## config.mk

```make
export PLATFORM = sky130hd
export DESIGN_NAME = card_socket_present_state
export DESIGN_NICKNAME = d
export VERILOG_FILES = /design/src/hdl/socket_state_pkg.sv /design/src/hdl/card_socket_present_state.sv
export SDC_FILE = /design/constraint.sdc
export NUM_CORES = 1
export LEC_CHECK = 0
export ABC_CLOCK_PERIOD_IN_PS = 1500
export BUFFER_PORTS_ARGS = -buffer_cell sky130_fd_sc_hd__buf_4
export CORE_UTILIZATION = 42
export CTS_BUF_LIST = sky130_fd_sc_hd__clkbuf_4 sky130_fd_sc_hd__clkbuf_8 sky130_fd_sc_hd__clkbuf_16
export DETAILED_ROUTE_END_ITERATION = 7
export GPL_ROUTABILITY_DRIVEN = 0
export PLACE_DENSITY = 0.76
export SYNTH_ARGS = -nofsm -noshare
export SYNTH_HDL_FRONTEND = slang
export SYNTH_SLANG_ARGS = --single-unit
```

## constraint.sdc

```tcl
create_clock -name clk -period 1.5 [get_ports clk]
set_clock_uncertainty 0.2 [all_clocks]
set_input_delay 0.075 -clock clk [delete_from_list [all_inputs] [get_ports clk]]
set_output_delay 0.075 -clock clk [all_outputs]
set_load 0.05 [all_outputs]
```

## src/hdl/socket_state_pkg.sv

```systemverilog
// Constants for the socket present state register block.
// Assumes a single controller clock and a plain register port.
package socket_state_pkg;
    localparam logic [7:0] present_state_ofs = 8'h08;
    localparam logic [7:0] force_event_ofs = 8'h0c;
    localparam logic [7:0] irq_status_ofs = 8'h20;
    localparam logic [7:0] irq_mask_ofs = 8'h24;
    localparam logic [7:0] dev_ctrl_ofs = 8'h28;
    // Field positions in the present state word.
    localparam int volt_y_socket_bit = 31;
    localparam int volt_x_socket_bit = 30;
    localparam int socket_3v3_bit = 29;
    localparam int socket_5v0_bit = 28;
    localparam int card_volt_y_bit = 13;
    localparam int card_volt_x_bit = 12;
    localparam int card_3v3_bit = 11;
    localparam int card_5v0_bit = 10;
    localparam int bad_supply_bit = 9;
    localparam int data_loss_bit = 8;
    localparam int not_card_bit = 7;
    localparam int ready_irq_bit = 6;
    localparam int wide_card_bit = 5;
    localparam int narrow_card_bit = 4;
    localparam int powered_bit = 3;
    localparam int detect_b_bit = 2;
    localparam int detect_a_bit = 1;
    localparam int status_chg_bit = 0;
    // Force event extra bits, device control 5 V off bit and reset value; card fields share the present state positions.
    localparam int force_retest_bit = 14;
    localparam int force_socket_3v3_bit = 15;
    localparam int dev_ctrl_5v0_off_bit = 6;
    localparam logic [31:0] present_reset = 32'h3000_0000;
    // Interrupt status layout.
    localparam int ev_detect_bit = 0;
    localparam int ev_status_bit = 1;
    localparam int ev_power_bit = 2;
    localparam int ev_insert_bit = 3;
    localparam int ev_width = 4;
endpackage

```

## src/hdl/card_socket_present_state.sv

```systemverilog
// Socket present state register with force event, device control and events.
// Assumes card pins asynchronous, register port synchronous to clk.
// Notes on behaviour
// - Low-voltage socket capability bits always read zero.
// - 3.3 V socket bit reads one unless the force event overrides it.
// - 5 V socket bit reads one unless device control bit 6 overrides.
// - Bits 27 to 14 read zero.
// - Card voltage bits report card support and are settable by force event.
// - Card voltage and type held except at insertion or a force event write.
// - Bad supply request flag set on invalid power request, reset zero.
// - Data loss flag set when removal may lose data, reset zero.
// - Unrecognised card flag set on bad card, kept until valid card or a force event write.
// - Bit 6 follows the ready/interrupt pin level.
// - Wide card bit shows CardBus card, changes only on interrogation or a force event write.
// - Narrow card bit shows 16-bit card, changes only on interrogation or a force event write.
// - Powered bit shows card power request state, reset zero.
// - Detect bits follow detect pins, frozen during interrogation.
// - Bit 0 follows the status change pin level.
// - Force event writes appear as if hardware detected them; here they load only the card, error and 3.3 V fields and raise no event.
// - Register at offset 08h, read only, reset 3000 00XXh.
`timescale 1ns/100ps
module card_socket_present_state (
    input wire logic clk,
    input wire logic sys_rst,
    input wire logic [7:0] reg_addr,
    input wire logic [31:0] reg_wdata,
    input wire logic reg_wr,
    input wire logic reg_rd,
    output logic [31:0] reg_rdata,
    input wire logic card_detect_pin_a,
    input wire logic card_detect_pin_b,
    input wire logic card_status_change_pin,
    input wire logic card_ready_pin,
    input wire logic interrogating,
    input wire logic interrog_done,
    input wire logic [3:0] sensed_volt,
    input wire logic sensed_wide,
    input wire logic sensed_narrow,
    input wire logic sensed_unrecognised,
    input wire logic invalid_request_evt,
    input wire logic data_loss_evt,
    input wire logic power_request,
    output logic irq
);
    // Two-stage synchronisers for the four card pins.
    logic [3:0] pin_s1_r;
    logic [3:0] pin_s2_r;
    always_ff @(posedge clk or posedge sys_rst) begin
        if (sys_rst) begin
            pin_s1_r <= 4'h0;
            pin_s2_r <= 4'h0;
        end else begin
            pin_s1_r <= {card_ready_pin, card_status_change_pin,
                         card_detect_pin_b, card_detect_pin_a};
            pin_s2_r <= pin_s1_r;
        end
    end

    // Detect levels are frozen while interrogation drives the detect pins.
    logic detect_pin_a_level;
    logic detect_pin_b_level;
    always_ff @(posedge clk or posedge sys_rst) begin
        if (sys_rst) begin
            detect_pin_a_level <= 1'b1;
            detect_pin_b_level <= 1'b1;
        end else if (!interrogating) begin
            detect_pin_a_level <= pin_s2_r[0];
            detect_pin_b_level <= pin_s2_r[1];
        end
    end

    logic force_wr;
    logic ctrl_wr;
    assign force_wr = reg_wr && reg_addr == socket_state_pkg::force_event_ofs;
    assign ctrl_wr = reg_wr && reg_addr == socket_state_pkg::dev_ctrl_ofs;

    // Socket capability overrides.
    logic socket_3v3_off_r;
    logic socket_5v0_off_r;
    always_ff @(posedge clk or posedge sys_rst) begin
        if (sys_rst) begin
            socket_3v3_off_r <= 1'b0;
            socket_5v0_off_r <= 1'b0;
        end else begin
            if (force_wr) begin
                socket_3v3_off_r <= reg_wdata[socket_state_pkg::force_socket_3v3_bit];
            end
            if (ctrl_wr) begin
                socket_5v0_off_r <= reg_wdata[socket_state_pkg::dev_ctrl_5v0_off_bit];
            end
        end
    end

    // Card voltage and type: loaded at end of interrogation or by force write.
    logic [3:0] card_volt_r;
    logic wide_card_detected;
    logic narrow_card_detected;
    always_ff @(posedge clk or posedge sys_rst) begin
        if (sys_rst) begin
            card_volt_r <= 4'h0;
            wide_card_detected <= 1'b0;
            narrow_card_detected <= 1'b0;
        end else if (force_wr) begin
            card_volt_r <= reg_wdata[socket_state_pkg::card_volt_y_bit:
                                     socket_state_pkg::card_5v0_bit];
            wide_card_detected <= reg_wdata[socket_state_pkg::wide_card_bit];
            narrow_card_detected <= reg_wdata[socket_state_pkg::narrow_card_bit];
        end else if (interrog_done) begin
            card_volt_r <= sensed_volt;
            wide_card_detected <= sensed_wide;
            narrow_card_detected <= sensed_narrow;
        end
    end

    // Error flags; a hardware event wins over a forced value in the same cycle.
    logic invalid_supply_request;
    logic removal_data_loss;
    logic unrecognised_card;
    always_ff @(posedge clk or posedge sys_rst) begin
        if (sys_rst) begin
            invalid_supply_request <= 1'b0;
            removal_data_loss <= 1'b0;
            unrecognised_card <= 1'b0;
        end else begin
            if (invalid_request_evt) begin
                invalid_supply_request <= 1'b1;
            end else if (force_wr) begin
                invalid_supply_request <= reg_wdata[socket_state_pkg::bad_supply_bit];
            end
            if (data_loss_evt) begin
                removal_data_loss <= 1'b1;
            end else if (force_wr) begin
                removal_data_loss <= reg_wdata[socket_state_pkg::data_loss_bit];
            end
            if (interrog_done && sensed_unrecognised) begin
                unrecognised_card <= 1'b1;
            end else if (interrog_done) begin
                unrecognised_card <= 1'b0;
            end else if (force_wr) begin
                unrecognised_card <= reg_wdata[socket_state_pkg::not_card_bit];
            end
        end
    end

    // Power state register mirrors the power request.
    logic socket_powered;
    always_ff @(posedge clk or posedge sys_rst) begin
        if (sys_rst) begin
            socket_powered <= 1'b0;
        end else begin
            socket_powered <= power_request;
        end
    end

    // Assemble the read-only word; unused fields stay zero.
    logic [31:0] present_word;
    always_comb begin
        present_word = 32'h0000_0000;
        present_word[socket_state_pkg::volt_y_socket_bit] = 1'b0;
        present_word[socket_state_pkg::volt_x_socket_bit] = 1'b0;
        present_word[socket_state_pkg::socket_3v3_bit] = !socket_3v3_off_r;
        present_word[socket_state_pkg::socket_5v0_bit] = !socket_5v0_off_r;
        present_word[socket_state_pkg::card_volt_y_bit:socket_state_pkg::card_5v0_bit] =
            card_volt_r;
        present_word[socket_state_pkg::bad_supply_bit] = invalid_supply_request;
        present_word[socket_state_pkg::data_loss_bit] = removal_data_loss;
        present_word[socket_state_pkg::not_card_bit] = unrecognised_card;
        present_word[socket_state_pkg::ready_irq_bit] = pin_s2_r[3];
        present_word[socket_state_pkg::wide_card_bit] = wide_card_detected;
        present_word[socket_state_pkg::narrow_card_bit] = narrow_card_detected;
        present_word[socket_state_pkg::powered_bit] = socket_powered;
        present_word[socket_state_pkg::detect_b_bit] = detect_pin_b_level;
        present_word[socket_state_pkg::detect_a_bit] = detect_pin_a_level;
        present_word[socket_state_pkg::status_chg_bit] = pin_s2_r[2];
    end

    // Events: detect change, status change, power change, interrogation done.
    logic [3:0] ev_status_r;
    logic [3:0] ev_mask_r;
    logic [3:0] ev_set;
    logic prev_detect_r;
    logic prev_status_r;
    logic prev_power_r;
    always_ff @(posedge clk or posedge sys_rst) begin
        if (sys_rst) begin
            prev_detect_r <= 1'b1;
            prev_status_r <= 1'b0;
            prev_power_r <= 1'b0;
        end else begin
            prev_detect_r <= detect_pin_a_level & detect_pin_b_level;
            prev_status_r <= pin_s2_r[2];
            prev_power_r <= socket_powered;
        end
    end
    always_comb begin
        ev_set = 4'h0;
        ev_set[socket_state_pkg::ev_detect_bit] =
            prev_detect_r != (detect_pin_a_level & detect_pin_b_level);
        ev_set[socket_state_pkg::ev_status_bit] = prev_status_r != pin_s2_r[2];
        ev_set[socket_state_pkg::ev_power_bit] = prev_power_r != socket_powered;
        ev_set[socket_state_pkg::ev_insert_bit] = interrog_done;
    end

    // Set wins over a write-one clear in the same cycle.
    always_ff @(posedge clk or posedge sys_rst) begin
        if (sys_rst) begin
            ev_status_r <= 4'h0;
            ev_mask_r <= 4'h0;
        end else begin
            if (reg_wr && reg_addr == socket_state_pkg::irq_status_ofs) begin
                ev_status_r <= (ev_status_r & ~reg_wdata[3:0]) | ev_set;
            end else begin
                ev_status_r <= ev_status_r | ev_set;
            end
            if (reg_wr && reg_addr == socket_state_pkg::irq_mask_ofs) begin
                ev_mask_r <= reg_wdata[3:0];
            end
        end
    end
    assign irq = |(ev_status_r & ev_mask_r);

    // Read port: data one cycle after the strobe; present state ignores writes.
    always_ff @(posedge clk or posedge sys_rst) begin
        if (sys_rst) begin
            reg_rdata <= 32'h0000_0000;
        end else if (reg_rd) begin
            unique case (reg_addr)
                socket_state_pkg::present_state_ofs: reg_rdata <= present_word;
                socket_state_pkg::irq_status_ofs: reg_rdata <= {28'h0, ev_status_r};
                socket_state_pkg::irq_mask_ofs: reg_rdata <= {28'h0, ev_mask_r};
                socket_state_pkg::dev_ctrl_ofs:
                    reg_rdata <= {25'h0, socket_5v0_off_r, 6'h0};
                default: reg_rdata <= 32'h0000_0000;
            endcase
        end else begin
            reg_rdata <= 32'h0000_0000;
        end
    end
endmodule // card_socket_present_state

```

==> key figures <==
Yosys
  • Register area share after synthesis: 60.3%
  • Synth area leaders: dfrtp_1 56%, mux2_2 6.1%, buf_4 5.9%
  • Synth cell types: 33
  • Cell taking the most area after synthesis: dfrtp_1
  • Top-area cell type share of the netlist area: between 50% and 60%
  • Post-synthesis cell count: 161
  • Mean area per synthesized cell: 12.7 µm²
  • Ys Warns: 0
  • Cell Area, Synth: 2040 µm²
  • Synthesis-stage register bit count: between 40 and 50

Final layout
  • Share of post-route cells with drive strength above 1: 43.2%
  • Layout area overhead: 53.2%
  • Final #Nets: 325
  • Final instance area: 3130 µm²

Timing
  • Setup violators final: 19
  • RSZ-0062 raised after global routing: true
  • Final period util: 108%
  • Fin worst setup slack: -0.125 ns
  • Max Fclk: 616 MHz
  • Final slew viol count: 0
  • Final Hold Vio Count: 0
  • Final worst path period need: about 1.6 ns
  • Hold WS: 0.0398 ns

Clock network
  • H-Tree Depth: 2
  • CTS Sinks: 49
  • CTS tree: yes
  • CTS root buf: clkbuf_8
  • Reg clk slew, reported paths: 0.09 ns
  • Num CTS Buffers: 5
  • Max clock buf depth: 2
  • Clock Latency Late Sink: 0.30 ns

Global route
  • Met2 Use GR: 36.8%
  • Pin count of the biggest net entering global routing: 50
  • Vias in the first global route: 1642
  • GR peak layer: met2
  • First-pass GRT wire length: 7.75 mm
  • Initial antenna violation count: 0
  • Overall Global Routing Usage: between 20% and 30%
  • GR Layer Usage met3: between 3 and 4%
  • Grt total ovfl: 0
  • Met1 Usage GRT: roughly 24%

Routing
  • DRC violation total after the first TritonRoute iteration: between 100 and 150
  • DR pass1 iterations: 4
  • DRC Markers: 0
  • Routed vias/inst: 4.93
  • Total routed wirelength: between 4 and 5 mm
  • Via count: 1572
  • Antenna viol nets, final: 0
  • WL/cell: 15.4 µm

Run
  • Max cap viols: 0

Die
  • Initial core utilization: 45.3%
  • Io pins: 93
  • Chip height: 71.7 µm
  • Core Rows: 24
  • Core area: 4500 µm²
  • Die area: ~5000 µm²
  • Die width: between 70 and 80 µm

Power
  • LEAKAGE: between 0.001 and 0.0015 µW
  • PwrDens: 840 nW/µm²
  • Maximum VDD drop: 0.000534 V

Placed design
  • HPWL Detailed: 2.96 mm
  • Port bufs: 59
  • Cell Area, Placed: between 2000 and 3000 µm²

Worst setup path
  • Buf/Inv on CP: 2
  • Crit path DAT: 1.62 ns
  • Slowest stage delay, CP: around 0.55 ns
  • Worst Path Required: 1.49 ns
  • Crit-path cells: buf_6 -> or4_4 -> or4_4 -> buf_12 -> nor3_2 -> a21oi_1
  • CP Capture Type: flip-flop
  • Critical path class: in -> reg
  • Worst Setup Start Kind: primary input
  • CP Max Fanout: 4
  • CP max stage cell: or4_4
  • Largest delay share family, worst path: simple AND/OR/NAND/NOR gates
  • CP most frequent cell: or4_4

Run status
  • Violated checks: setup timing
  • Status: complete, but fails checks

Hold path
  • Hold Crit Class: in -> reg
state kept, by name (all words and copies together), names as in the netlist, 4 cells and up:
register,flops
pin_s1_r,4
card_volt_r,4
ev_mask_r,4
ev_status_r,4
pin_s2_r,4
reg_rdata,16
cell usage in the layout (no fill, tap or decap), types with 3 or more instances in the layout:
master         netlist  layout
nor2_4               0       5
buf_12               0       3
clkbuf_8             0       5
nor2b_1              4       4
nor2_1              14       8
nor3_4               1       3
mux2i_1              7       7
a22oi_1              6       5
a21oi_2              0       5
buf_6                2       3
xor2_1               3       3
mux2_2              11      11
nand2_1              3       3
dfstp_2              3       3
and2_1              10      10
dfrtp_1             46      46
buf_4               16      63
a211o_1              3       3
a21oi_1              8       3
dlygate4sd3_1        0      33
conb_1               1      16
layout make-up:
type                            instances  area [µm²]
Multi-Input combinational cell        106         838
Antenna cell                            1        2.50
Inverter                                1        3.75
Tap cell                               52        65.1
Sequential cell                        49        1230
Timing Repair Buffer                  102         897
Clock inverter                          1        5.00
Clock buffer                            7        83.8
Fill cell                             307        1380
metal layers:
layer  wire [µm]  up-vias
met2        2630       67
met4          93        0
li1            -      736
met1        1930      761
met5           0        -
met3         255        8
path summary, 6_finish.rpt:
kind / from / to / slack (ns) / cells after the start
min in group asynchronous: sys_rst / ev_mask_r[1]$_DFFE_PP0P_ / 0.17 / 4
worst min-delay path: reg_addr[0] / socket_3v3_off_r$_DFFE_PP0P_ / 0.04 / 3
worst max-delay path: reg_addr[4] / invalid_supply_request$_DFFE_PP0P_ / -0.12 / 6
worst max register to register: detect_pin_b_level$_DFFE_PP1N_ / ev_status_r[0]$_DFF_PP0_ / 0.15 / 3
max in group asynchronous: sys_rst / prev_detect_r$_DFF_PP1_ / 0.65 / 4
worst min register to register: pin_s1_r[2]$_DFF_PP0_ / pin_s2_r[2]$_DFF_PP0_ / 0.15 / 0
worst register-to-register path, stage by stage (launching register included):
cell	delay (ns)
dfstp_2	0.56
and2_1	0.17
xor2_1	0.07
a211o_1	0.26
report_power, final:
| part | switching, µW | internal, µW |
|---|---|---|
| sequential | 30.2 | 1380 |
| clock | 402 | 364 |
| combinational | 242 | 211 |
repair_timing:
item,CTS,global route
setup endpoints to repair,27,32
cloned,1,0
endpoints found under the hold margin,76,0
buffers inserted,0,1
hold buffers,33,0
pin swaps,4,2
resized for setup,12,11
per-stage QoR:
stage	setup slack (ns)	util [%]	instances	TNS, ns	total power, µW
final	-0.125	69.4	319	-1.35	2630
after global placement	-0.464	57.4	275	-13.06	1790
after CTS	-0.108	67.9	317	-1.99	2630
after global routing	-0.161	69.3	318	-2.16	2740
after detailed placement	-0.487	57.4	275	-13.78	1790
after floorplan	-0.374	-	176	-6.67	1680
synth_stat cells:
cell type,number
nor2b_1,4
nand4b_1,2
nor4_1,2
nor3_1,2
nor3b_1,2
buf_4,16
nor3_4,1
o22a_1,1
a22oi_1,6
dfstp_2,3
conb_1,1
clkbuf_1,2
buf_2,1
or4_1,1
mux2i_1,7
or3b_1,1
xor2_1,3
inv_1,1
or4_4,1
nand2_1,3
nor2_1,14
a21oi_1,8
and2_1,10
nor4b_1,1
a32oi_1,1
mux2_2,11
buf_6,2
mux2_4,1
nand3_1,1
nand2b_1,2
nand3b_1,1
a211o_1,3
dfrtp_1,46
cell families (layout without fill, tap and decap cells):
family	Yosys count	after routing	synth area share, %
AOI/OAI and AO/OA	19	19	6.32
xor gates and xnor gates	3	3	1.29
buffers and inverters	22	111	7.79
DFF	49	49	60.3
muxes	19	19	10.2
other	1	17	0.184
and+or+nand+nor	48	49	13.9
(Power assumes the default switching activity.)
